**config.mk**
```make
export PLATFORM = sky130hd
export DESIGN_NAME = lbw_device_flat
export DESIGN_NICKNAME = d
export VERILOG_FILES = /design/src/inc/lbw_pkg.sv /design/src/inc/lbw_link_if.sv /design/src/design/lbw_device.sv /design/src/flat_wrapper.sv
export SDC_FILE = /design/constraint.sdc
export NUM_CORES = 1
export LEC_CHECK = 0
export BUFFER_PORTS_ARGS = -buffer_cell sky130_fd_sc_hd__buf_2
export CAP_MARGIN = 0
export CORE_UTILIZATION = 57
export CTS_CLUSTER_DIAMETER = 120
export CTS_CLUSTER_SIZE = 14
export DETAILED_ROUTE_END_ITERATION = 7
export HOLD_SLACK_MARGIN = 0.12
export PLACE_DENSITY_LB_ADDON = 0.1
export SLEW_MARGIN = 20
export SYNTH_ARGS = -nofsm -noshare
export SYNTH_HDL_FRONTEND = slang
export SYNTH_SLANG_ARGS = --single-unit
```
**constraint.sdc**
```tcl
create_clock -name clock -period 3.5 [get_ports clock]
set_input_delay 0.525 -clock clock [delete_from_list [all_inputs] [get_ports clock]]
set_output_delay 0.525 -clock clock [all_outputs]
set_load 0.01 [all_outputs]
```
**src/inc/lbw_pkg.sv**
```systemverilog
`default_nettype none
package lbw_pkg;
    // Timing
    localparam int LBW_BIT_CYCLES = 16;
    localparam logic [3:0] LBW_DATA_BITS = 4'h8;
    localparam logic [3:0] LBW_BREAK_BITS = 4'hc;
    localparam int LBW_WAKE_MIN_BITS = 10;
    localparam int LBW_WAKE_BITS = 13;
    localparam int LBW_WAKE_IDLE_BITS = 4;
    localparam logic [7:0] LBW_SYNC_BYTE = 8'h55;
    // Register offsets
    localparam logic [11:0] LBW_OFF_CTRL = 12'h000;
    localparam logic [11:0] LBW_OFF_STAT = 12'h004;
    localparam logic [11:0] LBW_OFF_TXD = 12'h008;
    localparam logic [11:0] LBW_OFF_RXD = 12'h00c;
    // Control fields
    localparam int LBW_CTRL_TRANSMIT_ENABLE = 0;
    localparam int LBW_CTRL_SEND_BREAK_REQUEST = 1;
    localparam int LBW_CTRL_WUE = 2;
    localparam int LBW_CTRL_ABD = 3;
    localparam logic [3:0] LBW_CTRL_RESET = 4'h0;
    // Status fields
    localparam int LBW_ST_RXF = 0;
    localparam int LBW_ST_FRAMING_ERROR_FLAG = 1;
    localparam int LBW_ST_OVR = 2;
    localparam int LBW_ST_SHIFT_REGISTER_EMPTY = 3;
    localparam int LBW_ST_TXBE = 4;
    localparam int LBW_ST_RXIDL = 5;
    // States
    typedef enum {T_IDLE, T_START, T_DATA, T_STOP} lbw_tx_state_t;
    typedef enum {R_IDLE, R_START, R_DATA, R_STOP, R_WAITHI, R_WAKE} lbw_rx_state_t;
    typedef enum {N_IDLE, N_WAKE, N_GAP, N_START, N_DATA, N_STOP} lbw_node_state_t;
endpackage : lbw_pkg
`default_nettype wire

```
**src/inc/lbw_link_if.sv**
```systemverilog
`default_nettype none
interface lbw_link_if;
    // Device to node, node to device
    logic devTx;
    logic nodeTx;
    modport dev (output devTx, input nodeTx);
    modport node (input devTx, output nodeTx);
endinterface : lbw_link_if
`default_nettype wire

```
**src/design/lbw_device.sv**
```systemverilog
// Functional notes
// Far node wake character is all zeros
// Wake recognised regardless of low duration
// Non-zero character: first low is wake
// Far wake character lasts at least 10 bits
// Far node allows startup time after break
// Wake event sets receive flag
// Rising receive line clears wake enable
// Receive holding read clears receive flag
// Software checks receive idle before wake enable
// Break: start, twelve zeros, stop
// Holding write with send-break starts break
// Send-break clears after break stop bit
// Preloaded byte follows break immediately
// Shift-empty status reports break activity too
// Header: break, dummy write, then 55h
// Transmit buffer flag shows holding empty
// Received break: flag, framing error, 00h
// Baud rate set before framing detection
// Wake: two transitions, flag, then data
// Auto-baud may be enabled before sleep
// Wake enable disables normal reception
// Wake flag synchronous in run mode
// Low stop bit sets framing error
`default_nettype none
module lbw_device
    import lbw_pkg::*;
#(
    parameter int BitCycles = LBW_BIT_CYCLES
) (
    // Clock and reset
    input wire logic clock,
    input wire logic rst,
    // APB slave
    input wire logic psel,
    input wire logic penable,
    input wire logic pwrite,
    input wire logic [11:0] paddr,
    input wire logic [31:0] pwdata,
    output logic [31:0] prdata,
    output logic pready,
    output logic pslverr,
    // Serial link
    lbw_link_if.dev link
);
    ////////////////////////////////////////////////////////////////////////
    // APB decode
    logic pready_reg;
    logic pslverr_reg;
    logic [31:0] prdata_reg;
    logic transmit_enable_reg;
    logic sendBreak_reg;
    logic wue_reg;
    logic autoBaud_reg;
    logic holdFull_reg;
    logic holdBreak_reg;
    logic [7:0] holdData_reg;
    logic rxFlag_reg;
    logic framing_error_flag_reg;
    logic ovr_reg;
    logic [7:0] rxHold_reg;
    logic wakeEnd;
    lbw_tx_state_t txState_reg, txState_next;
    lbw_rx_state_t rxState_reg, rxState_next;

    wire setupPh = psel && !penable;
    wire doneAcc = psel && penable && pready_reg;
    wire selCtrl = paddr == LBW_OFF_CTRL;
    wire selStat = paddr == LBW_OFF_STAT;
    wire selTxd = paddr == LBW_OFF_TXD;
    wire selRxd = paddr == LBW_OFF_RXD;
    wire hit = selCtrl || selStat || selTxd || selRxd;
    wire wrCtrl = doneAcc && pwrite && selCtrl;
    wire wrTx = doneAcc && pwrite && selTxd;
    wire rdRx = doneAcc && !pwrite && selRxd;
    wire [5:0] status = {rxState_reg == R_IDLE, !holdFull_reg, txState_reg == T_IDLE,
                         ovr_reg, framing_error_flag_reg, rxFlag_reg};
    wire [3:0] ctrlRd = {autoBaud_reg, wue_reg, sendBreak_reg, transmit_enable_reg};
    wire [31:0] rdMux = selCtrl ? {28'h0, ctrlRd} :
                        selStat ? {26'h0, status} :
                        selRxd ? {24'h0, rxHold_reg} : 32'h0;

    always_ff @(posedge clock or posedge rst) begin
        if (rst) begin
            pready_reg <= 1'b0;
            pslverr_reg <= 1'b0;
            prdata_reg <= 32'h0;
        end else begin
            pready_reg <= setupPh;
            pslverr_reg <= setupPh && !hit;
            prdata_reg <= (setupPh && !pwrite) ? rdMux : 32'h0;
        end
    end

    assign pready = pready_reg;
    assign pslverr = pslverr_reg;
    assign prdata = prdata_reg;

    ////////////////////////////////////////////////////////////////////////
    // Transmitter
    logic [15:0] txCnt_reg, txCnt_next;
    logic [3:0] txBits_reg, txBits_next;
    logic [7:0] txShift_reg, txShift_next;
    logic shBreak_reg, shBreak_next;
    logic txLine_reg, txLine_next;

    wire txTick = txCnt_reg == 16'(BitCycles - 1);
    wire [15:0] txCntInc = txCnt_reg + 16'h1;
    wire [3:0] txLast = (shBreak_reg ? LBW_BREAK_BITS : LBW_DATA_BITS) - 4'h1;
    wire txLoad = txState_reg == T_IDLE && holdFull_reg;
    wire breakDone = txState_reg == T_STOP && txTick && shBreak_reg;
    wire txWrite = wrTx && transmit_enable_reg && !holdFull_reg;
    wire breakQueued = (holdFull_reg && holdBreak_reg) ||
                       (txState_reg != T_IDLE && shBreak_reg);
    wire sendBreakNext = wrCtrl ? pwdata[LBW_CTRL_SEND_BREAK_REQUEST] :
                         (breakDone ? 1'b0 : sendBreak_reg);

    always_comb begin
        txState_next = txState_reg;
        txCnt_next = txCntInc;
        txBits_next = txBits_reg;
        txShift_next = txShift_reg;
        txLine_next = txLine_reg;
        shBreak_next = shBreak_reg;
        case (txState_reg)
            T_IDLE: begin
                txCnt_next = 16'h0;
                if (txLoad) begin
                    txState_next = T_START;
                    txLine_next = 1'b0;
                    txShift_next = holdBreak_reg ? 8'h00 : holdData_reg;
                    shBreak_next = holdBreak_reg;
                end
            end
            T_START: begin
                if (txTick) begin
                    txState_next = T_DATA;
                    txCnt_next = 16'h0;
                    txBits_next = 4'h0;
                    txLine_next = txShift_reg[0];
                end
            end
            T_DATA: begin
                if (txTick) begin
                    txCnt_next = 16'h0;
                    if (txBits_reg == txLast) begin
                        txState_next = T_STOP;
                        txLine_next = 1'b1;
                    end else begin
                        txBits_next = txBits_reg + 4'h1;
                        txShift_next = {1'b0, txShift_reg[7:1]};
                        txLine_next = txShift_reg[1];
                    end
                end
            end
            T_STOP: begin
                if (txTick) begin
                    txState_next = T_IDLE;
                    txCnt_next = 16'h0;
                end
            end
            default: begin
                txState_next = T_IDLE;
            end
        endcase
    end

    always_ff @(posedge clock or posedge rst) begin
        if (rst) begin
            txState_reg <= T_IDLE;
            txCnt_reg <= 16'h0;
            txBits_reg <= 4'h0;
            txShift_reg <= 8'h00;
            shBreak_reg <= 1'b0;
            txLine_reg <= 1'b1;
            holdFull_reg <= 1'b0;
            holdBreak_reg <= 1'b0;
            holdData_reg <= 8'h00;
            {autoBaud_reg, wue_reg, sendBreak_reg, transmit_enable_reg} <= LBW_CTRL_RESET;
        end else begin
            txState_reg <= txState_next;
            txCnt_reg <= txCnt_next;
            txBits_reg <= txBits_next;
            txShift_reg <= txShift_next;
            shBreak_reg <= shBreak_next;
            txLine_reg <= txLine_next;
            holdFull_reg <= txWrite || (holdFull_reg && !txLoad);
            if (txWrite) begin
                holdData_reg <= pwdata[7:0];
                holdBreak_reg <= sendBreak_reg && !breakQueued;
            end
            sendBreak_reg <= sendBreakNext;
            if (wrCtrl) begin
                transmit_enable_reg <= pwdata[LBW_CTRL_TRANSMIT_ENABLE];
                autoBaud_reg <= pwdata[LBW_CTRL_ABD];
            end
            wue_reg <= wrCtrl ? pwdata[LBW_CTRL_WUE] : (wakeEnd ? 1'b0 : wue_reg);
        end
    end

    assign link.devTx = txLine_reg;

    ////////////////////////////////////////////////////////////////////////
    // Receiver
    logic rxPrev_reg;
    logic [15:0] rxCnt_reg, rxCnt_next;
    logic [3:0] rxBits_reg, rxBits_next;
    logic [7:0] rxShift_reg, rxShift_next;

    wire rxLine = link.nodeTx;
    wire rxFall = rxPrev_reg && !rxLine;
    wire rxTick = rxCnt_reg == 16'(BitCycles - 1);
    wire rxHalf = rxCnt_reg == 16'(BitCycles / 2 - 1);
    wire [15:0] rxCntInc = rxCnt_reg + 16'h1;
    wire wakeSet = rxState_reg == R_IDLE && wue_reg && rxFall;
    wire rxDone = rxState_reg == R_STOP && rxTick;
    assign wakeEnd = rxState_reg == R_WAKE && rxLine;

    always_comb begin
        rxState_next = rxState_reg;
        rxCnt_next = rxCntInc;
        rxBits_next = rxBits_reg;
        rxShift_next = rxShift_reg;
        case (rxState_reg)
            R_IDLE: begin
                rxCnt_next = 16'h0;
                if (rxFall) begin
                    rxState_next = wue_reg ? R_WAKE : R_START;
                end
            end
            R_START: begin
                if (rxHalf) begin
                    rxState_next = rxLine ? R_IDLE : R_DATA;
                    rxCnt_next = 16'h0;
                    rxBits_next = 4'h0;
                end
            end
            R_DATA: begin
                if (rxTick) begin
                    rxCnt_next = 16'h0;
                    rxShift_next = {rxLine, rxShift_reg[7:1]};
                    rxBits_next = rxBits_reg + 4'h1;
                    if (rxBits_reg == LBW_DATA_BITS - 4'h1) begin
                        rxState_next = R_STOP;
                    end
                end
            end
            R_STOP: begin
                if (rxTick) begin
                    rxState_next = rxLine ? R_IDLE : R_WAITHI;
                end
            end
            R_WAITHI: begin
                if (rxLine) begin
                    rxState_next = R_IDLE;
                end
            end
            R_WAKE: begin
                rxCnt_next = 16'h0;
                if (rxLine) begin
                    rxState_next = R_IDLE;
                end
            end
            default: begin
                rxState_next = R_IDLE;
            end
        endcase
    end

    always_ff @(posedge clock or posedge rst) begin
        if (rst) begin
            rxState_reg <= R_IDLE;
            rxPrev_reg <= 1'b1;
            rxCnt_reg <= 16'h0;
            rxBits_reg <= 4'h0;
            rxShift_reg <= 8'h00;
            rxHold_reg <= 8'h00;
            rxFlag_reg <= 1'b0;
            framing_error_flag_reg <= 1'b0;
            ovr_reg <= 1'b0;
        end else begin
            rxState_reg <= rxState_next;
            rxPrev_reg <= rxLine;
            rxCnt_reg <= rxCnt_next;
            rxBits_reg <= rxBits_next;
            rxShift_reg <= rxShift_next;
            if (rxDone) begin
                rxHold_reg <= rxShift_reg;
            end else if (wakeSet) begin
                rxHold_reg <= 8'h00;
            end
            rxFlag_reg <= rxDone || wakeSet || (rxFlag_reg && !rdRx);
            framing_error_flag_reg <= rxDone ? !rxLine : (framing_error_flag_reg && !rdRx);
            ovr_reg <= (rxDone && rxFlag_reg && !rdRx) || (ovr_reg && !rdRx);
        end
    end
endmodule : lbw_device
`default_nettype wire

```
**src/flat_wrapper.sv**
```systemverilog
// flat-port wrapper written by rule: the top's interface ports become plain ports
module lbw_device_flat import lbw_pkg::*;
#(
    parameter int BitCycles = LBW_BIT_CYCLES
)
  (clock, rst, psel, penable, pwrite, paddr, pwdata, prdata, pready, pslverr, link_devTx, link_nodeTx);
  lbw_link_if link_i ();
  input wire logic clock;
  input wire logic rst;
  input wire logic psel;
  input wire logic penable;
  input wire logic pwrite;
  input wire logic [11:0] paddr;
  input wire logic [31:0] pwdata;
  output logic [31:0] prdata;
  output logic pready;
  output logic pslverr;
  output wire logic [$bits(link_i.devTx)-1:0] link_devTx;
  input wire logic [$bits(link_i.nodeTx)-1:0] link_nodeTx;
  assign link_devTx = link_i.devTx;
  assign link_i.nodeTx = link_nodeTx;
  lbw_device #(.BitCycles(BitCycles)) u_core (.clock(clock), .rst(rst), .psel(psel), .penable(penable), .pwrite(pwrite), .paddr(paddr), .pwdata(pwdata), .prdata(prdata), .pready(pready), .pslverr(pslverr), .link(link_i));
endmodule
```
==> impl_metrics.csv, run 1 <==
group,metric,value,unit
yosys,mappedNetlistArea,5320,um2
power,ir_drop,0.403,mV
yosys,combinational_family_with_the_most_area_after_synthesis,"simple AND/OR/NAND/NOR gates",
critical_path,timing_worst_setup_path_type,"flop to flop",
clocking,clk-insertion-delay-late,370,ps
yosys,count_of_flip_flops_with_a_built_in_enable_after_synthesis,0,
yosys,synth_area_per_cell,10.0,um2
cells_and_area,area_growth,6.14,%
clocking,number_of_cts_inserted_buffers,9,
route,routed-via-count,4002,
critical_path,end_kind,"flop",
power,total_power,0.00223,W
timing,report.final.hold_viol_count,0,
clocking,clock_tree_from_tritoncts,"yes",
grt,overflow,0,
clocking,path_clk_slew,100,ps
floorplan,fp.coreArea,8890,um2
timing,post-route-min-period,2690,ps
yosys,synth.yosys.warnings,0,
floorplan,fp.dieArea,9720,um2
yosys,library_cell_occupying_the_most_area_in_the_post_synthesis_netlist,"dfrtp_1",
clocking,h-tree-depth,3,
grt,largest_net_degree_at_the_start_of_global_routing,59,
timing,total_of_endpoints_with_negative_setup_slack_in_the_final_report,0,
route,postRouteAntennaNets,0,
floorplan,die_w,98.6,um
clocking,cts-resized-gates,0,
yosys,yosys.area_share.simple,0.212,
yosys,synth_largest_type_area_fraction,0.457,
cells_and_area,final_layout_size_suffix_gt1_frac,0.196,
critical_path,worstPathMaxFanout,8,
route,route.detailed.wl_per_inst,15.7,um
critical_path,startpoint_type,"flop",
clocking,cts-hold-fix-buffers,0,
cells_and_area,antenna-diode-count,0,
yosys,ys_seq_area_frac,0.467,
worst_hold_path,min-delay-path-class,"input pin to asynchronous set/reset pin",
timing,maxSlewViolCount,0,
route,finalWirelength,10500,um
cells_and_area,multi_input_comb_area,2530,um2
cells_and_area,nFillCells,736,
clocking,cts-root-buf,"clkbuf_8",
cells_and_area,finish.net_count,611,
grt,wire_length_of_the_first_global_routing_pass,18600,um
timing,final.setup_skew,10.5,ps
yosys,asyncSetResetFlopFracSynth,1.00,
floorplan,placement_rows,34,
route,drc_violation_total_after_the_first_tritonroute_iteration,160,
critical_path,crit_arrival,2950,ps
flow_run,drv_cap,0,
placed_design,placement.cell_area,5460,um2
yosys,netlist-cell-type-count,72,
yosys,postSynthRegisterBits,99,
timing,worstMarginPinSlew,866,ps
floorplan,floorplan.initialDensity,0.598,
route,via_per_inst,6.02,
placed_design,port_buffers,36,
placed_design,place_hpwl,7230,um
clocking,numClockSinks,99,
route,firstDrtPassIters,6,
timing,fmaxAchievable,372,MHz
yosys,share_of_the_synthesized_netlist_area_taken_by_xor_and_xnor_gates,0.0379,
timing,timing.max_slew.rel_slack,0.418,
yosys,yosys_most_used_dff,"dfrtp_1",
placed_design,place.gp.congestion,0.777,
timing,final_min_period_over_clock_period,0.767,
cells_and_area,layout.area.seq,2480,um2
grt,grt_antenna_before_repair,0,
floorplan,floorplan.io_pins,85,
clocking,clock_tree.buffer_depth,2,
timing,fin_tns_setup,0,ps
yosys,synthMuxAreaShare,0.0539,
power,power_per_cell_area,396,nW/um2
timing,rsz_0062_raised_after_global_routing,"no",
yosys,top_post_synthesis_cells_by_area,"dfrtp_1, mux2_2, buf_4",
critical_path,worst-endpoint-required,3760,ps
yosys,synth_compound_area_frac,0.133,
status,run_status,"finished, final reports clean",
power,leak_pwr,2.68,nW
grt,grt_pass1_vias,3990,
route,drt_drc_violations_left,0,
yosys,post_synth_fa_ha_maj_area_fraction,0.0212,
grt,grtUsageTotal,0.238,
critical_path,regToRegSetupSlack,810,ps
floorplan,die_h,98.6,um
yosys,syn-instance-count,531,
clocking,postCtsSetupRepairBufs,0,
cells_and_area,design_area,5640,um2
## cell usage after synthesis (3+ instances only)
cell type	count
a2111oi_0	3
a211o_1	3
a211oi_1	6
a21o_1	5
a21oi_1	10
a22o_1	3
a31oi_1	4
and2_1	6
and3_1	9
and4_1	6
buf_2	3
buf_4	24
clkbuf_1	26
dfrtp_1	97
ha_1	9
inv_1	22
mux2_2	21
mux2i_1	5
nand2_1	31
nand2b_1	4
nand3_1	26
nand4_1	12
nand4b_1	3
nor2_1	31
nor2_2	10
nor2b_1	4
nor3_1	11
nor3b_1	3
nor4_1	12
o21ai_0	20
o221a_2	5
o22ai_1	3
o31ai_1	14
or2_2	3
or3_1	6
or4_1	6
xnor2_1	6
xor2_1	17
## final timing paths
kind                                startpoint               endpoint  cells after the start
setup / recovery           u_core.rxCnt_reg[0]  u_core.rxShift_reg[2]                      5
hold / removal                             rst   u_core.rxCnt_reg[11]                      2
setup reg to reg           u_core.rxCnt_reg[0]  u_core.rxShift_reg[2]                      5
hold reg to reg            u_core.txCnt_reg[0]    u_core.txCnt_reg[0]                      1
max in group asynchronous                  rst      u_core.rxPrev_reg                      3
min in group clock                 link_nodeTx      u_core.rxPrev_reg                      1
## power breakdown
group | internal (W) | switching [W]
logic | 0.000111 | 0.000193
registers | 0.00118 | 0.0000533
clock network | 0.000285 | 0.000410
total | 0.00158 | 0.000656
## critical path, stage by stage (launching register included)
cell     delay, ps
dfrtp_1        400
ha_1           270
or4b_1         520
or4_1          740
nor2_4         280
mux2_2         370
## per-stage QoR
| stage | cells | utilization | hold slack, ps | setup WS, ps |
|---|---|---|---|---|
| 2_1_floorplan | 554 | - | 443 | 388 |
| 3_3_place_gp | 649 | 0.614 | 463 | 869 |
| 3_5_place_dp | 649 | 0.614 | 485 | 838 |
| 4_1_cts | 665 | 0.635 | 301 | 823 |
| 5_1_grt | 665 | 0.635 | 301 | 705 |
| 6_report | 665 | 0.635 | 278 | 814 |
## cell type report
cell class	count	share of cell area
clock buffer	10	0.0244
clock inverter	6	0.00798
inverter	23	0.0157
multi-input combinational	377	0.448
sequential	99	0.440
tap	108	0.0240
timing repair buffer	42	0.0399
## metal layers
layer / GRT usage / vias to the layer above / share of wire
met2: 0.408 / 89 / 0.50
met3: 0.0447 / 16 / 0.030
met1: 0.305 / 1968 / 0.46
met4: 0.0804 / 0 / 0.016
met5: 0 / - / 0
li1: - / 1929 / -
## cells by family (layout without fill, tap and decap cells)
kind of cell             Yosys count  in the layout
AO/OA/AOI/OAI                     97             97
XOR/XNOR                          23             23
adder cells (fa/ha/maj)            9              9
buffers and inverters             78             81
flip-flops                        99             99
multiplexers                      26             26
other                              1             24
AND/OR/NAND/NOR                  198            198
## cells in the final DEF, fill, tap and decap left out, drive strengths merged, types with 5 or more instances in the layout
cell / instances
a211oi: 7
a21o: 5
a21oi: 10
and2: 6
and3: 9
and4: 7
buf: 42
clkbuf: 10
conb: 24
dfrtp: 97
ha: 9
inv: 25
mux2: 21
mux2i: 5
nand2: 31
nand3: 26
nand4: 12
nor2: 42
nor3: 11
nor4: 12
o21ai: 20
o221a: 5
o31ai: 14
or3: 6
or4: 7
xnor2: 6
xor2: 17
Note: power is estimated with default switching activity, not from simulation.
==> run 2, diff against run 1 <==
Settings changed: CORE_UTILIZATION 57 to 51.
Clock period 3.5 ns to 2.3 ns, I/O delays scaled along.
==> impl_metrics.csv, run 2 (same netlist as run 1, synthesis figures left out) <==
group,metric,value,unit
status,run_status,"finished, final reports clean",
cells_and_area,area_growth,12.3,%
critical_path,crit_arrival,2540,ps
floorplan,floorplan.initialDensity,0.534,
clocking,clock_tree.buffer_depth,2,
timing,timing.max_slew.rel_slack,0.647,
clocking,cts-root-buf,"clkbuf_8",
critical_path,end_kind,"flop",
floorplan,floorplan.io_pins,85,
route,firstDrtPassIters,4,
cells_and_area,finish.net_count,641,
grt,overflow,0,
power,leak_pwr,2.83,nW
floorplan,die_h,104,um
worst_hold_path,hold-path-cell-count,2,
route,postRouteAntennaNets,0,
grt,grt_pass1_vias,3907,
timing,fin_tns_setup,0,ps
clocking,number_of_cts_inserted_buffers,9,
grt,grtUsageTotal,0.217,
timing,maxSlewViolCount,0,
timing,rsz_0062_raised_after_global_routing,"no",
timing,post-route-min-period,2240,ps
clocking,clock_tree_from_tritoncts,"yes",
worst_hold_path,timing.hold.worst.start,"pwdata[0]",
clocking,path_clk_slew,100,ps
timing,fmaxAchievable,447,MHz
timing,total_of_endpoints_with_negative_setup_slack_in_the_final_report,0,
critical_path,worst_r2r_path_depth,5,
power,power_per_cell_area,597,nW/um2
cells_and_area,design_area,5970,um2
floorplan,die_w,104,um
route,drt_drc_violations_left,0,
timing,report.final.hold_viol_count,0,
worst_hold_path,min-delay-path-class,"input pin to flop",
cells_and_area,layoutNonFillerInstCount,720,
critical_path,worstPathMaxFanout,7,
cells_and_area,layout.cells.most_common,"dfrtp_1",
clocking,h-tree-depth,3,
placed_design,place.gp.congestion,0.785,
critical_path,critical-path-top-cell-by-count,"or4_4",
timing,final_min_period_over_clock_period,0.972,
timing,final.setup_skew,15.1,ps
floorplan,fp.dieArea,10800,um2
timing,worstMarginPinSlew,525,ps
clocking,numClockSinks,99,
timing,hold-worst-slack,213,ps
power,ir_drop,0.483,mV
critical_path,timing_worst_setup_path_type,"flop to flop",
cells_and_area,final_layout_size_suffix_gt1_frac,0.245,
critical_path,worst-endpoint-required,2610,ps
placed_design,dpl.cell_count,701,
placed_design,port_buffers,36,
placed_design,pre_cts_ws,-14.2,ps
route,routed-via-count,4046,
route,route.detailed.wl_per_inst,15.2,um
grt,grt_antenna_before_repair,0,
route,finalWirelength,10900,um
placed_design,placement.cell_area,5720,um2
grt,largest_net_degree_at_the_start_of_global_routing,75,
floorplan,placement_rows,36,
cells_and_area,commonest_non_fill_non_tap_cells_in_the_layout,"dfrtp_1, buf_2, nand2_1, nor2_1, buf_4",
critical_path,timing.critical_path.cells,"or4_4 > or4_4 > buf_4 > or3_1 > a21oi_2",
critical_path,startpoint_type,"flop",
route,via_per_inst,5.62,
cells_and_area,antenna-diode-count,0,
placed_design,place_hpwl,7660,um
timing,timing.final.ws_setup,64.3,ps
grt,wire_length_of_the_first_global_routing_pass,18900,um
clocking,clk-insertion-delay-late,380,ps
critical_path,master_of_the_slowest_instance_on_the_critical_path,"or4_4",
critical_path,setup.worst_path.start,"u_core.rxCnt_reg[6]",
critical_path,critical_path.max_stage_delay,570,ps
flow_run,drv_cap,0,
route,drc_violation_total_after_the_first_tritonroute_iteration,167,
floorplan,fp.coreArea,9950,um2
critical_path,r2r_start,"u_core.rxCnt_reg[6]",
-- run 2: changes by cell type in the layout (fill, tap and decap cells not counted), moves of 2 or more --
cell / before / now
buf_4: 6 / 31
clkinvlp_4: 0 / 4
a21oi_1: 10 / 7
a21oi_2: 0 / 3
buf_6: 0 / 2
clkinv_2: 2 / 0
dlygate4sd3_1: 0 / 2
inv_6: 3 / 1
inv_8: 0 / 2
or4_1: 6 / 4
or4_4: 1 / 3
-- run 2: final timing paths --
path | endpoint | slack (ps)
worst max-delay path | u_core.rxBits_reg[0] | 60
worst min-delay path | u_core.holdData_reg[0] | 210
worst max register to register | u_core.rxBits_reg[0] | 60
worst min register to register | u_core.txCnt_reg[0] | 500
max in group asynchronous | u_core.rxPrev_reg | 1320
min in group asynchronous | u_core.txBits_reg[2] | 600
-- run 2: report_power, final --
group | switching, W | leakage, nW | internal, W
combinational | 0.000354 | 1.44 | 0.000259
clock | 0.000677 | 0.0887 | 0.000421
sequential | 0.0000531 | 1.30 | 0.00180
-- run 2: metal layers --
| layer | global-route usage | vias to the layer above | routed length, um |
|---|---|---|---|
| li1 | - | 1990 | - |
| met3 | 0.0526 | 15 | 325 |
| met1 | 0.285 | 1965 | 5110 |
| met2 | 0.357 | 76 | 5350 |
| met4 | 0.0592 | 0 | 150 |
| met5 | 0 | - | 0 |
-- run 2: metrics by stage --
| stage | utilization | total power, W |
|---|---|---|
| 2_1_floorplan | - | 0.00233 |
| 3_5_place_dp | 0.575 | 0.00247 |
| 6_report | 0.600 | 0.00356 |
| 4_1_cts | 0.597 | 0.00358 |
| 3_3_place_gp | 0.575 | 0.00245 |
| 5_1_grt | 0.600 | 0.00375 |
-- run 2: timing repair --
action | in CTS | in global routing
hold endpoints to repair | 98 | 0
setup endpoints to repair | 9 | 18
hold buffers | 2 | 0
buffers inserted | 0 | 1
gates cloned | 0 | 0
resized for setup | 1 | 6
pin swaps | 1 | 1
-- run 2: cell type report --
| class | count | area (um2) |
|---|---|---|
| clock buffers | 9 | 124 |
| well taps | 133 | 166 |
| multi-input cells | 377 | 2560 |
| inverters | 23 | 90.1 |
| repair buffers | 72 | 475 |
| clock inverters | 7 | 70.1 |
| flip-flops and latches | 99 | 2480 |
| fillers | 878 | 3980 |
-- run 2: critical path: cells and delay by family, from the launching register on --
kind,cells,cell delay [ps]
AO/OA/AOI/OAI,1,150
flip-flops,1,390
AND/OR/NAND/NOR,3,1450
buffers and inverters,1,180
==> run 3, diff against run 2 <==
Settings changed: CORE_UTILIZATION 51 to 45.
==> impl_metrics.csv, run 3 (same netlist as run 1, synthesis figures left out) <==
group,metric,value,unit
floorplan,die_w,111,um
route,route.detailed.wl_per_inst,15.2,um
cells_and_area,antenna-diode-count,0,
power,leak_pwr,2.89,nW
critical_path,end_kind,"flop",
floorplan,die_h,111,um
timing,timing.final.ws_setup,54.3,ps
route,wl_met1,5050,um
floorplan,fp.dieArea,12300,um2
power,power.share.sequential,0.465,
critical_path,worstPathMaxFanout,16,
route,postRouteAntennaNets,0,
critical_path,startpoint_type,"flop",
worst_hold_path,min-delay-path-class,"input pin to flop",
route,routed-via-count,4062,
placed_design,place.gp.congestion,0.810,
placed_design,dpl.cell_count,712,
cells_and_area,finish.net_count,642,
cells_and_area,layout.cells.most_common,"dfrtp_1",
route,finalWirelength,11100,um
clocking,numClockSinks,99,
critical_path,worst-endpoint-required,2540,ps
clocking,path_clk_slew,80,ps
timing,fmaxAchievable,445,MHz
critical_path,master_of_the_slowest_instance_on_the_critical_path,"or4_4",
power,total_power,0.00399,W
timing,rsz_0062_raised_after_global_routing,"yes",
grt,wire_length_of_the_first_global_routing_pass,18800,um
placed_design,port_buffers,36,
cells_and_area,postLayoutCoreUtil,0.532,
route,top_layer_in_use,"met4",
critical_path,timing.critical_path.cells,"ha_4 > or4b_4 > or4_4 > a211oi_4 > buf_12 > nor3_1",
placed_design,pre_cts_ws,-28.9,ps
cells_and_area,commonest_non_fill_non_tap_cells_in_the_layout,"dfrtp_1, buf_2, buf_4",
route,via_per_inst,5.56,
power,netSwitchingFraction,0.289,
critical_path,crit_arrival,2480,ps
critical_path,cp_top_family,"simple AND/OR/NAND/NOR gates",
power,power_per_cell_area,653,nW/um2
power,switchingPower,0.00115,W
grt,grt_pass1_vias,3931,
power,comb_power_share,0.154,
clocking,clock_tree_from_tritoncts,"yes",
timing,report.final.hold_viol_count,0,
floorplan,placement_rows,39,
cells_and_area,layoutNonFillerInstCount,731,
timing,fin_tns_setup,0,ps
cells_and_area,final_layout_size_suffix_gt1_frac,0.248,
critical_path,timing_worst_setup_path_type,"flop to flop",
clocking,number_of_cts_inserted_buffers,9,
grt,grt_antenna_before_repair,0,
route,drc_violation_total_after_the_first_tritonroute_iteration,242,
clocking,clock_tree.buffer_depth,2,
clocking,clk-insertion-delay-late,360,ps
flow_run,drv_cap,0,
route,drt_drc_violations_left,0,
timing,total_of_endpoints_with_negative_setup_slack_in_the_final_report,0,
floorplan,fp.coreArea,11500,um2
route,firstDrtPassIters,4,
timing,maxSlewViolCount,0,
status,run_status,"finished, final reports clean",
floorplan,floorplan.io_pins,85,
route,met3_routed_wirelength,340,um
timing,final.setup_skew,8.94,ps
timing,final_min_period_over_clock_period,0.976,
grt,overflow,0,
power,ir_drop,0.581,mV
critical_path,critical_path.max_stage_delay,580,ps
route,met2WireLength,5540,um
grt,grtUsageTotal,0.190,
floorplan,floorplan.initialDensity,0.464,
clocking,cts-root-buf,"clkbuf_16",
cells_and_area,area_growth,14.9,%
clocking,h-tree-depth,3,
power,clkPwrFrac,0.381,
critical_path,worst-path-buf-inv,1,
grt,largest_net_degree_at_the_start_of_global_routing,45,
placed_design,place_hpwl,7830,um
timing,post-route-min-period,2250,ps
power,cellInternalPower,0.00283,W
run 3: cell types whose count changed in the layout (fill, tap and decap cells not counted), moves of 2 or more:
cell | before | now
buf_6 | 2 | 0
clkbuf_8 | 9 | 0
buf_4 | 31 | 34
clkinvlp_4 | 4 | 2
clkbuf_16 | 0 | 9
run 3: worst paths after layout:
kind                                            from                   end  slack [ps]  depth (start not counted)
worst max-delay path             u_core.rxCnt_reg[1]   u_core.rxCnt_reg[4]          50                          6
worst min-delay path                     link_nodeTx     u_core.rxPrev_reg         150                          1
worst max register to register   u_core.rxCnt_reg[1]   u_core.rxCnt_reg[4]          50                          6
worst min register to register  u_core.rxBits_reg[3]  u_core.rxBits_reg[3]         480                          1
max in group asynchronous                        rst      u_core.prdata[4]        1140                          4
min in group asynchronous                        rst  u_core.txBits_reg[3]         540                          3
run 3: repair_timing:
item / CTS / global route
setup endpoints to repair: 13 / 11
hold endpoints to repair: 14 / 0
hold buffers: 1 / 0
buffers inserted: 0 / 2
gates resized for setup: 2 / 3
pin swaps: 1 / 2
run 3: worst reg2reg max path: stages (launching register included):
cell,delay (ps)
dfrtp_1,410
ha_4,150
or4b_4,470
or4_4,580
a211oi_4,250
buf_12,200
nor3_1,70
run 3: final cells by class:
cell class / count / area, um2
fill: 1046 / 5360
multi-input combinational: 377 / 2570
sequential: 99 / 2480
timing repair buffer: 73 / 485
clock buffer: 9 / 225
tap: 143 / 179
inverter: 23 / 90.1
clock inverter: 7 / 80.1
run 3: metal layers:
layer	vias to the layer above	GRT usage
met1	2004	0.243
met2	52	0.315
li1	1990	-
met3	16	0.0492
met5	-	0
met4	0	0.0596
run 3: metrics by stage:
step	area [um2]	hold WS, ps
final	6110	149
after global routing	6110	130
after CTS	6080	128
after detailed placement	5760	373
after global placement	5760	373
after floorplan	5430	349
run 3: power groups by stage:
stage / logic (W) / registers [W] / clock network (W)
floorplan: 0.000450 / 0.00188 / 0
CTS: 0.000602 / 0.00185 / 0.00157
global placement: 0.000589 / 0.00189 / 0
finish: 0.000612 / 0.00185 / 0.00152
global route: 0.000676 / 0.00186 / 0.00162
detailed placement: 0.000596 / 0.00189 / 0
